===== src/vmrc_pkg.sv =====
// Package of constants and types for the voltage monitor controller
package vmrc_pkg;

	// ==================================================================
	// Geometry
	localparam int          VMRC_MONITORS     = 3;
	localparam int          VMRC_DIV_W        = 3;
	localparam int          VMRC_SETTLE_W     = 16;

	// ==================================================================
	// Timing
	// Detector settle delay in nanoseconds, and clock period
	localparam int          VMRC_SETTLE_NS    = 100000;
	localparam int          VMRC_CLK_NS       = 10;
	localparam int          VMRC_SETTLE_CYC   =
		(VMRC_SETTLE_NS + VMRC_CLK_NS - 1) / VMRC_CLK_NS;
	// Identical samples needed before a level change is accepted
	localparam logic [1:0]  VMRC_FILT_SAMPLES = 2'h3;

	// ==================================================================
	// Sampling clock divide codes
	localparam logic [1:0]  VMRC_DIV1         = 2'h0;
	localparam logic [1:0]  VMRC_DIV2         = 2'h1;
	localparam logic [1:0]  VMRC_DIV4         = 2'h2;
	localparam logic [1:0]  VMRC_DIV8         = 2'h3;

	// ==================================================================
	// Reset values
	localparam logic        VMRC_FLAG_RST     = 1'h0;
	localparam logic        VMRC_LEVEL_RST    = 1'h1;

	// Per monitor detector state
	typedef enum logic [1:0] {
		VMRC_OFF,
		VMRC_SETTLE,
		VMRC_ACTIVE
	} vmrc_phase_type;

endpackage


===== src/vmrc_monitor.sv =====
// One voltage monitor channel: settle, filter, crossing flag, action
`timescale 1ns/1ps
module vmrc_monitor (
	// Clock and resets
	input  wire logic                          sys_clk,
	input  wire logic                          srst,
	input  wire logic                          flag_rst,
	// Control
	input  wire logic                          detector_on,
	input  wire logic                          action_en,
	input  wire logic                          filter_bypass,
	input  wire logic                          action_sel,
	input  wire logic                          edge_sel,
	input  wire logic [1:0]                    sample_div,
	input  wire logic                          flag_clear,
	input  wire logic                          irq_capable,
	input  wire logic [vmrc_pkg::VMRC_SETTLE_W-1:0] settle_cycles,
	// Sampling time base
	input  wire logic                          slow_osc_tick,
	input  wire logic                          slow_osc_run,
	// Comparator
	input  wire logic                          comparator,
	// Results
	output logic                               cross_flag,
	output logic                               level,
	output logic                               irq,
	output logic                               rst_req
);
	import vmrc_pkg::*;

	typedef struct packed {
		vmrc_phase_type             phase;
		logic [VMRC_SETTLE_W-1:0]   settle;
		logic [VMRC_DIV_W-1:0]      div;
		logic [1:0]                 same;
		logic                       level;
		logic                       flag;
		logic                       irq;
		logic                       rst_req;
	} vmrc_mon_type;

	vmrc_mon_type state;
	vmrc_mon_type next_state;
	logic         sample_en;
	logic         changed;
	logic         hit;

	// ==================================================================
	// Sampling enable: slow oscillator tick divided by 1, 2, 4 or 8
	always_comb begin
		unique case (sample_div) // RQ14
			VMRC_DIV1: sample_en = slow_osc_tick;
			VMRC_DIV2: sample_en = slow_osc_tick && state.div[0] == 1'b1;
			VMRC_DIV4: sample_en = slow_osc_tick && state.div[1:0] == 2'h3;
			VMRC_DIV8: sample_en = slow_osc_tick && state.div == 3'h7;
		endcase
	end

	// ==================================================================
	// Next state
	always_comb begin
		next_state = state;
		changed = 1'b0;
		next_state.irq = 1'b0;
		if (slow_osc_tick)
			next_state.div = state.div + 3'h1;
		unique case (state.phase)
			VMRC_OFF: begin
				next_state.level = VMRC_LEVEL_RST;
				if (detector_on) begin
					next_state.phase = VMRC_SETTLE;
					next_state.settle = settle_cycles; // RQ18
				end
			end
			VMRC_SETTLE: begin
				// Comparator loads level but flags no crossing while the detector settles
				if (state.settle == '0)
					next_state.phase = VMRC_ACTIVE; // RQ18
				else
					next_state.settle = state.settle - 1'b1;
				next_state.level = comparator;
			end
			VMRC_ACTIVE: begin
				if (filter_bypass) begin // RQ3 RQ10
					next_state.same = 2'h0;
					changed = comparator != state.level;
					next_state.level = comparator;
				end else if (sample_en && slow_osc_run) begin // RQ3
					if (comparator == state.level) begin
						next_state.same = 2'h0;
					end else if (state.same + 2'h1 == VMRC_FILT_SAMPLES) begin
						next_state.same = 2'h0; // RQ17
						changed = 1'b1;
						next_state.level = comparator;
					end else begin
						next_state.same = state.same + 2'h1;
					end
				end
			end
		endcase
		if (!detector_on)
			next_state.phase = VMRC_OFF;
		// Filtered mode flags both directions; bypass obeys edge select
		hit = changed && (!filter_bypass ||
			(edge_sel ? !comparator : comparator)); // RQ12
		if (flag_clear)
			next_state.flag = 1'b0; // RQ15
		if (hit)
			next_state.flag = 1'b1; // RQ15
		if (hit && action_en) begin // RQ8
			if (action_sel || !irq_capable) // RQ4 RQ13
				next_state.rst_req = 1'b1;
			else
				next_state.irq = 1'b1;
		end
	end

	// ==================================================================
	// Registers; flag survives internal resets, cleared only by flag_rst or flag_clear
	always_ff @(posedge sys_clk) begin
		if (srst) begin
			state.phase <= VMRC_OFF;
			state.settle <= '0;
			state.div <= '0;
			state.same <= 2'h0;
			state.level <= VMRC_LEVEL_RST;
			state.irq <= 1'b0;
			state.rst_req <= 1'b0;
		end else begin
			state.phase <= next_state.phase;
			state.settle <= next_state.settle;
			state.div <= next_state.div;
			state.same <= next_state.same;
			state.level <= next_state.level;
			state.irq <= next_state.irq;
			state.rst_req <= next_state.rst_req;
		end
		if (flag_rst)
			state.flag <= VMRC_FLAG_RST; // RQ16
		else
			state.flag <= next_state.flag;
	end

	assign cross_flag = state.flag;
	assign level = state.level;
	assign irq = state.irq;
	assign rst_req = state.rst_req;
endmodule


===== src/vmrc_ctrl.sv =====
// Three-channel voltage monitor interrupt and reset controller top
// Operation
// RQ1 - Software enables detector, then waits settle delay before other settings.
// RQ2 - Software selects sampling divide before enabling filter.
// RQ3 - Filter bypass 0 filters comparator; 1 uses comparator directly.
// RQ4 - Action select 0 interrupt, 1 reset; monitor 0 always reset.
// RQ5 - Software clears crossing flag before enabling monitor.
// RQ6 - Software starts slow oscillator when the filter is used.
// RQ7 - Filtered use waits four sampling clocks before enabling.
// RQ8 - Action enable set last; only then interrupt or reset fires.
// RQ9 - Divide, bypass and action select may be written together atomically.
// RQ10 - Stop-mode wake needs filter bypass; no sampling clock then.
// RQ11 - Reset mode needs edge select 1 (falling crossing).
// RQ12 - Bypass mode edge select picks rising or falling crossing.
// RQ13 - Monitors 1, 2 interrupt or reset; monitor 0, reduced 1 reset only.
// RQ14 - Sampling divide codes 0..3 divide slow clock by 1, 2, 4, 8.
// RQ15 - Flag set by hardware, cleared only by writing 0.
// RQ16 - Flags survive software, watchdog and monitor resets.
// RQ17 - Filtered change accepted after identical consecutive samples.
// RQ18 - Settle counter after detector enable ignores comparator.
`timescale 1ns/1ps
module vmrc_ctrl #(
	parameter logic [vmrc_pkg::VMRC_SETTLE_W-1:0] SETTLE_CYCLES =
		vmrc_pkg::VMRC_SETTLE_W'(vmrc_pkg::VMRC_SETTLE_CYC),
	parameter bit  REDUCED_MON1 = 1'b0
) (
	// Clock and resets
	input  wire logic                      sys_clk,
	input  wire logic                      srst,
	input  wire logic                      flag_rst,
	// Detector enables
	input  wire logic [2:0]                detector_on,
	// Monitor control, bit i for monitor i; sample_div bits 2i+1:2i for monitor i
	input  wire logic [2:0]                action_en,
	input  wire logic [2:0]                filter_bypass,
	input  wire logic [2:0]                action_sel,
	input  wire logic [2:0]                edge_sel,
	input  wire logic [5:0]                sample_div,
	input  wire logic [2:0]                flag_clear,
	// Slow oscillator
	input  wire logic                      slow_osc_clock,
	input  wire logic                      slow_osc_stop,
	// Comparators
	input  wire logic [2:0]                comparator,
	// Status and actions
	output logic [2:0]                     cross_flag,
	output logic [2:0]                     level,
	output logic [2:0]                     irq,
	output logic                           reset_out
);
	import vmrc_pkg::*;

	typedef struct packed {
		logic osc_prev;
		logic tick;
	} vmrc_top_type;

	vmrc_top_type state;
	vmrc_top_type next_state;
	logic [2:0]   rst_req;
	logic [2:0]   irq_capable;

	// ==================================================================
	// Slow oscillator edge to one-cycle tick
	always_comb begin
		next_state.osc_prev = slow_osc_clock;
		next_state.tick = slow_osc_clock && !state.osc_prev && !slow_osc_stop;
	end

	always_ff @(posedge sys_clk) begin
		if (srst)
			state <= '0;
		else
			state <= next_state;
	end

	assign irq_capable = {1'b1, !REDUCED_MON1, 1'b0}; // RQ13

	// ==================================================================
	// Channels
	generate
		for (genvar i = 0; i < VMRC_MONITORS; i++) begin : g_mon
			vmrc_monitor vmrc_monitor_i (
				.sys_clk       (sys_clk),
				.srst          (srst),
				.flag_rst      (flag_rst),
				.detector_on   (detector_on[i]),
				.action_en     (action_en[i] && detector_on[i]),
				.filter_bypass (filter_bypass[i]),
				.action_sel    (action_sel[i]),
				.edge_sel      (edge_sel[i]),
				.sample_div    (sample_div[2*i +: 2]), // RQ9
				.flag_clear    (flag_clear[i]),
				.irq_capable   (irq_capable[i]),
				.settle_cycles (SETTLE_CYCLES),
				.slow_osc_tick (state.tick),
				.slow_osc_run  (!slow_osc_stop),
				.comparator    (comparator[i]),
				.cross_flag    (cross_flag[i]),
				.level         (level[i]),
				.irq           (irq[i]),
				.rst_req       (rst_req[i])
			);
		end
	endgenerate

	assign reset_out = |rst_req; // RQ4
endmodule


===== config.mk =====
export PLATFORM = sky130hd
export DESIGN_NAME = vmrc_ctrl
export DESIGN_NICKNAME = d
export VERILOG_FILES = /design/src/vmrc_pkg.sv /design/src/vmrc_monitor.sv /design/src/vmrc_ctrl.sv
export SDC_FILE = /design/constraint.sdc
export NUM_CORES = 1
export LEC_CHECK = 0
export BUFFER_PORTS_ARGS = -buffer_cell sky130_fd_sc_hd__buf_2
export CAP_MARGIN = 15
export CORE_ASPECT_RATIO = 1.75
export CORE_UTILIZATION = 40
export DETAILED_ROUTE_END_ITERATION = 6
export GPL_ROUTABILITY_DRIVEN = 0
export GPL_TIMING_DRIVEN = 0
export SLEW_MARGIN = 40
export SYNTH_ARGS = -nofsm -noshare
export SYNTH_HDL_FRONTEND = slang
export SYNTH_SLANG_ARGS = --single-unit

===== constraint.sdc =====
create_clock -name sys_clk -period 2.7 [get_ports sys_clk]
set_input_delay 0.135 -clock sys_clk [delete_from_list [all_inputs] [get_ports sys_clk]]
set_output_delay 0.135 -clock sys_clk [all_outputs]
set_load 0.02 [all_outputs]

==> run_results.csv <==
group,metric,value,unit
routing,wl,9.85,mm
finish,num-nets-final,611,
routing,drt_iter0_markers,147,
worst_setup_path,worst_setup_path_start_kind,"flop",
clock_tree,cts_setup_buffers,0,
clock_tree,htree_levels,3,
yosys,avgSynthCellArea,8.86,µm²
floorplanning,die_h,142,µm
floorplanning,chipWidth,82.2,µm
timing,hold_slack,0.0362,ns
yosys,synthMostInstantiatedCell,"dfxtp_1",
clock_tree,cts.sinks,82,
timing,setup-tns-final,0,ns
yosys,yosysTopAreaCell,"dfxtp_1",
worst_setup_path,r2r_slack,0.52,ns
clock_tree,root_buffer,"clkbuf_16",
yosys,syn_inst,508,
min_path,min_from,"slow_osc_clock",
routing,first_pass_iters,5,
yosys,synth_cell_type_count,67,
global_routing,grt_pass1_vias,3721,
min_path,whs_endpoint,"state[1]$_SDFF_PP0_",
place,dp_hpwl,7.53,mm
yosys,synthArstFlopShare,0,
yosys,synth_edf_count,0,
timing,skew,0.0154,ns
worst_setup_path,end_kind,"flop",
finish,multiInputGateArea,0.00264,mm²
worst_setup_path,worstRegToRegCells,7,
floorplanning,fp-row-count,50,
yosys,synth-seq-cells,82,
place,io_buffers,39,
worst_setup_path,crit-reg2reg-launch,"g_mon[0].vmrc_monitor_i.state[25]$_SDFFE_PP0P_",
yosys,synth_commonest_cells,"dfxtp_1, nor2_1, a21oi_1",
power_and_ir_drop,leakagePower,2.00,nW
global_routing,antenna_found_initial,0,
routing,viasPerCell,5.45,
clock_tree,cts_resized,0,
worst_setup_path,crit_type,"reg2reg",
timing,grt_setup_unrepaired,"no",
yosys,synthesis.nets,558,
place,place_inst,677,
timing,tightest_slew,0.663,ns
global_routing,track_usage,0.184,
timing,setup_viol,0,
routing,wl_per_cell,14.1,µm
routing,drcViolationCount,0,
power_and_ir_drop,power_density,696,mW/mm²
yosys,synthFlopType,"dfxtp_1",
global_routing,grt_overflow,0,
yosys,synthTopCellsByArea,"dfxtp_1, ha_1, xnor2_1, nor2_1, a21oi_1",
power_and_ir_drop,ir_drop,0.362,mV
timing,relSlewSlack,0.554,
yosys,synth_seq_area_share,0.365,
floorplanning,core_area,0.0108,mm²
yosys,yosysWarnings,0,
finish,finish.utilization,0.482,
worst_setup_path,worstReg2RegEnd,"g_mon[0].vmrc_monitor_i.state[16]$_SDFFE_PP0P_",
floorplanning,start_util,0.416,
finish,fillCellCount,1029,
timing,post-route-min-period,2.18,ns
timing,fmax,459,MHz
yosys,synth_area,0.00450,mm²
finish,diodes,0,
timing,period_share,0.807,
clock_tree,cts_tree,"built",
finish,final_cells,696,
routing,num_vias,3791,
global_routing,grt_max_degree,17,
routing,final_antenna_net_count,0,
min_path,worstHoldPathCells,2,
worst_setup_path,worstPathArrival,2.45,ns
global_routing,grt_pass1_wl,16.5,mm
worst_setup_path,worstPathRequired,2.97,ns
timing,finalHoldViolations,0,
place,placed_cell_area,0.00486,mm²
finish,regArea,0.00164,mm²
clock_tree,clkTransAtPathRegs,0.07,ns
floorplanning,die_area,0.0117,mm²
worst_setup_path,cp_max_fo,6,
finish,syn_to_final_growth,15.9,%
clock_tree,insertion_delay,0.35,ns
floorplanning,io_pins,42,
status,status,"completed",
run,drv_cap,0,
finish,drive_gt1_frac,0.184,
clock_tree,clk_path_buf_depth,2,
min_path,hp-class,"in2reg",
timing,slew_viol_final,0,
finish,final_area,0.00522,mm²
yosys,yosysTopAreaCellShare,0.365,
clock_tree,cts_buffers,9,
## placed cells by master (no fill, tap or decap), types with 4 or more instances in the layout
cell and count:
clkbuf_1 12, nand2b_1 22, or4_4 4, nand4_1 5, a21oi_1 35, clkbuf_16 9
buf_2 41, xnor2_1 25, or4_1 5, nor3_1 9, dfxtp_1 82, mux2i_1 14
nor2b_1 8, or2_2 5, o21ai_0 11, or3_1 5, ha_1 18, inv_1 18
nand2_1 23, buf_4 10, nand3b_1 6, a211oi_1 9, a2111oi_0 4, xor2_1 15
nand4b_1 6, nand3_1 9, nor2_1 57, nor3b_1 10, nor4_1 15
## layer usage
metal | vias to the layer above | track usage | part of all wire
met4 | 0 | 0.0951 | 0.028
met3 | 21 | 0.0404 | 0.032
met2 | 66 | 0.330 | 0.53
met5 | - | 0 | 0
li1 | 1912 | - | -
met1 | 1792 | 0.194 | 0.41
## worst max-delay path by stage
stage | startpoint | end | slack [ns] | cells after the start
global placement | g_mon[0].vmrc_monitor_i.state[25]$_SDFFE_PP0P_ | g_mon[0].vmrc_monitor_i.state[19]$_SDFFE_PP0P_ | 0.55 | 8
detailed placement | g_mon[0].vmrc_monitor_i.state[25]$_SDFFE_PP0P_ | g_mon[0].vmrc_monitor_i.state[23]$_SDFFE_PP0P_ | 0.53 | 8
floorplan | g_mon[0].vmrc_monitor_i.state[25]$_SDFFE_PP0P_ | g_mon[0].vmrc_monitor_i.state[16]$_SDFFE_PP0P_ | 0.69 | 7
finish | g_mon[0].vmrc_monitor_i.state[25]$_SDFFE_PP0P_ | g_mon[0].vmrc_monitor_i.state[16]$_SDFFE_PP0P_ | 0.52 | 7
global route | g_mon[0].vmrc_monitor_i.state[25]$_SDFFE_PP0P_ | g_mon[0].vmrc_monitor_i.state[17]$_SDFFE_PP0P_ | 0.31 | 8
CTS | g_mon[0].vmrc_monitor_i.state[25]$_SDFFE_PP0P_ | g_mon[0].vmrc_monitor_i.state[23]$_SDFFE_PP0P_ | 0.52 | 8
## registers in the layout (all words and copies together), names as in the netlist
name and flops:
g_mon.vmrc_monitor_i.cross_flag 3, g_mon.vmrc_monitor_i.irq 2, g_mon.vmrc_monitor_i.level 3, g_mon.vmrc_monitor_i.rst_req 3
g_mon.vmrc_monitor_i.state 69, state 2
## report_power, final
part | internal [mW] | switching [mW]
clock network | 0.826 | 0.532
registers | 1.31 | 0.119
logic | 0.384 | 0.462
## what timing repair did
action,in CTS,in global routing
setup endpoints to repair,0,0
hold endpoints to repair,3,0
hold buffers,3,0
## logic make-up (layout without fill, tap and decap cells)
kind of cell | count (synthesis) | count (layout) | share of synthesized area
buffers and inverters | 45 | 103 | 0.0492
flip-flops | 82 | 82 | 0.365
multiplexers | 15 | 15 | 0.0336
adder cells (fa/ha/maj) | 18 | 18 | 0.0500
AND/OR/NAND/NOR | 219 | 219 | 0.288
AO/OA/AOI/OAI | 88 | 88 | 0.136
other | 1 | 1 | 0.000833
XOR/XNOR | 40 | 40 | 0.0778
## worst max-delay path: stages, from the launching register on
cell and delay [ns]:
dfxtp_1 0.35, inv_1 0.08, ha_1 0.25, mux2i_1 0.20
or4_1 0.46, a211o_1 0.31, or3_1 0.31, a21oi_1 0.14
## layout make-up
| class | instances | area share |
|---|---|---|
| timing repair buffer | 42 | 0.0431 |
| tap | 130 | 0.0312 |
| sequential | 82 | 0.314 |
| clock inverter | 7 | 0.0201 |
| multi-input combinational | 381 | 0.506 |
| clock buffer | 9 | 0.0431 |
| inverter | 18 | 0.0129 |
| buffer | 27 | 0.0295 |
## metrics by stage
| step | setup WS [ns] | total power [mW] |
|---|---|---|
| after global placement | 0.553 | 2.28 |
| final | 0.521 | 3.63 |
| after detailed placement | 0.531 | 2.30 |
| after CTS | 0.519 | 3.67 |
| after global routing | 0.306 | 3.82 |
| after floorplan | 0.691 | 2.10 |
No activity file was read; power rests on OpenSTA's default activity.
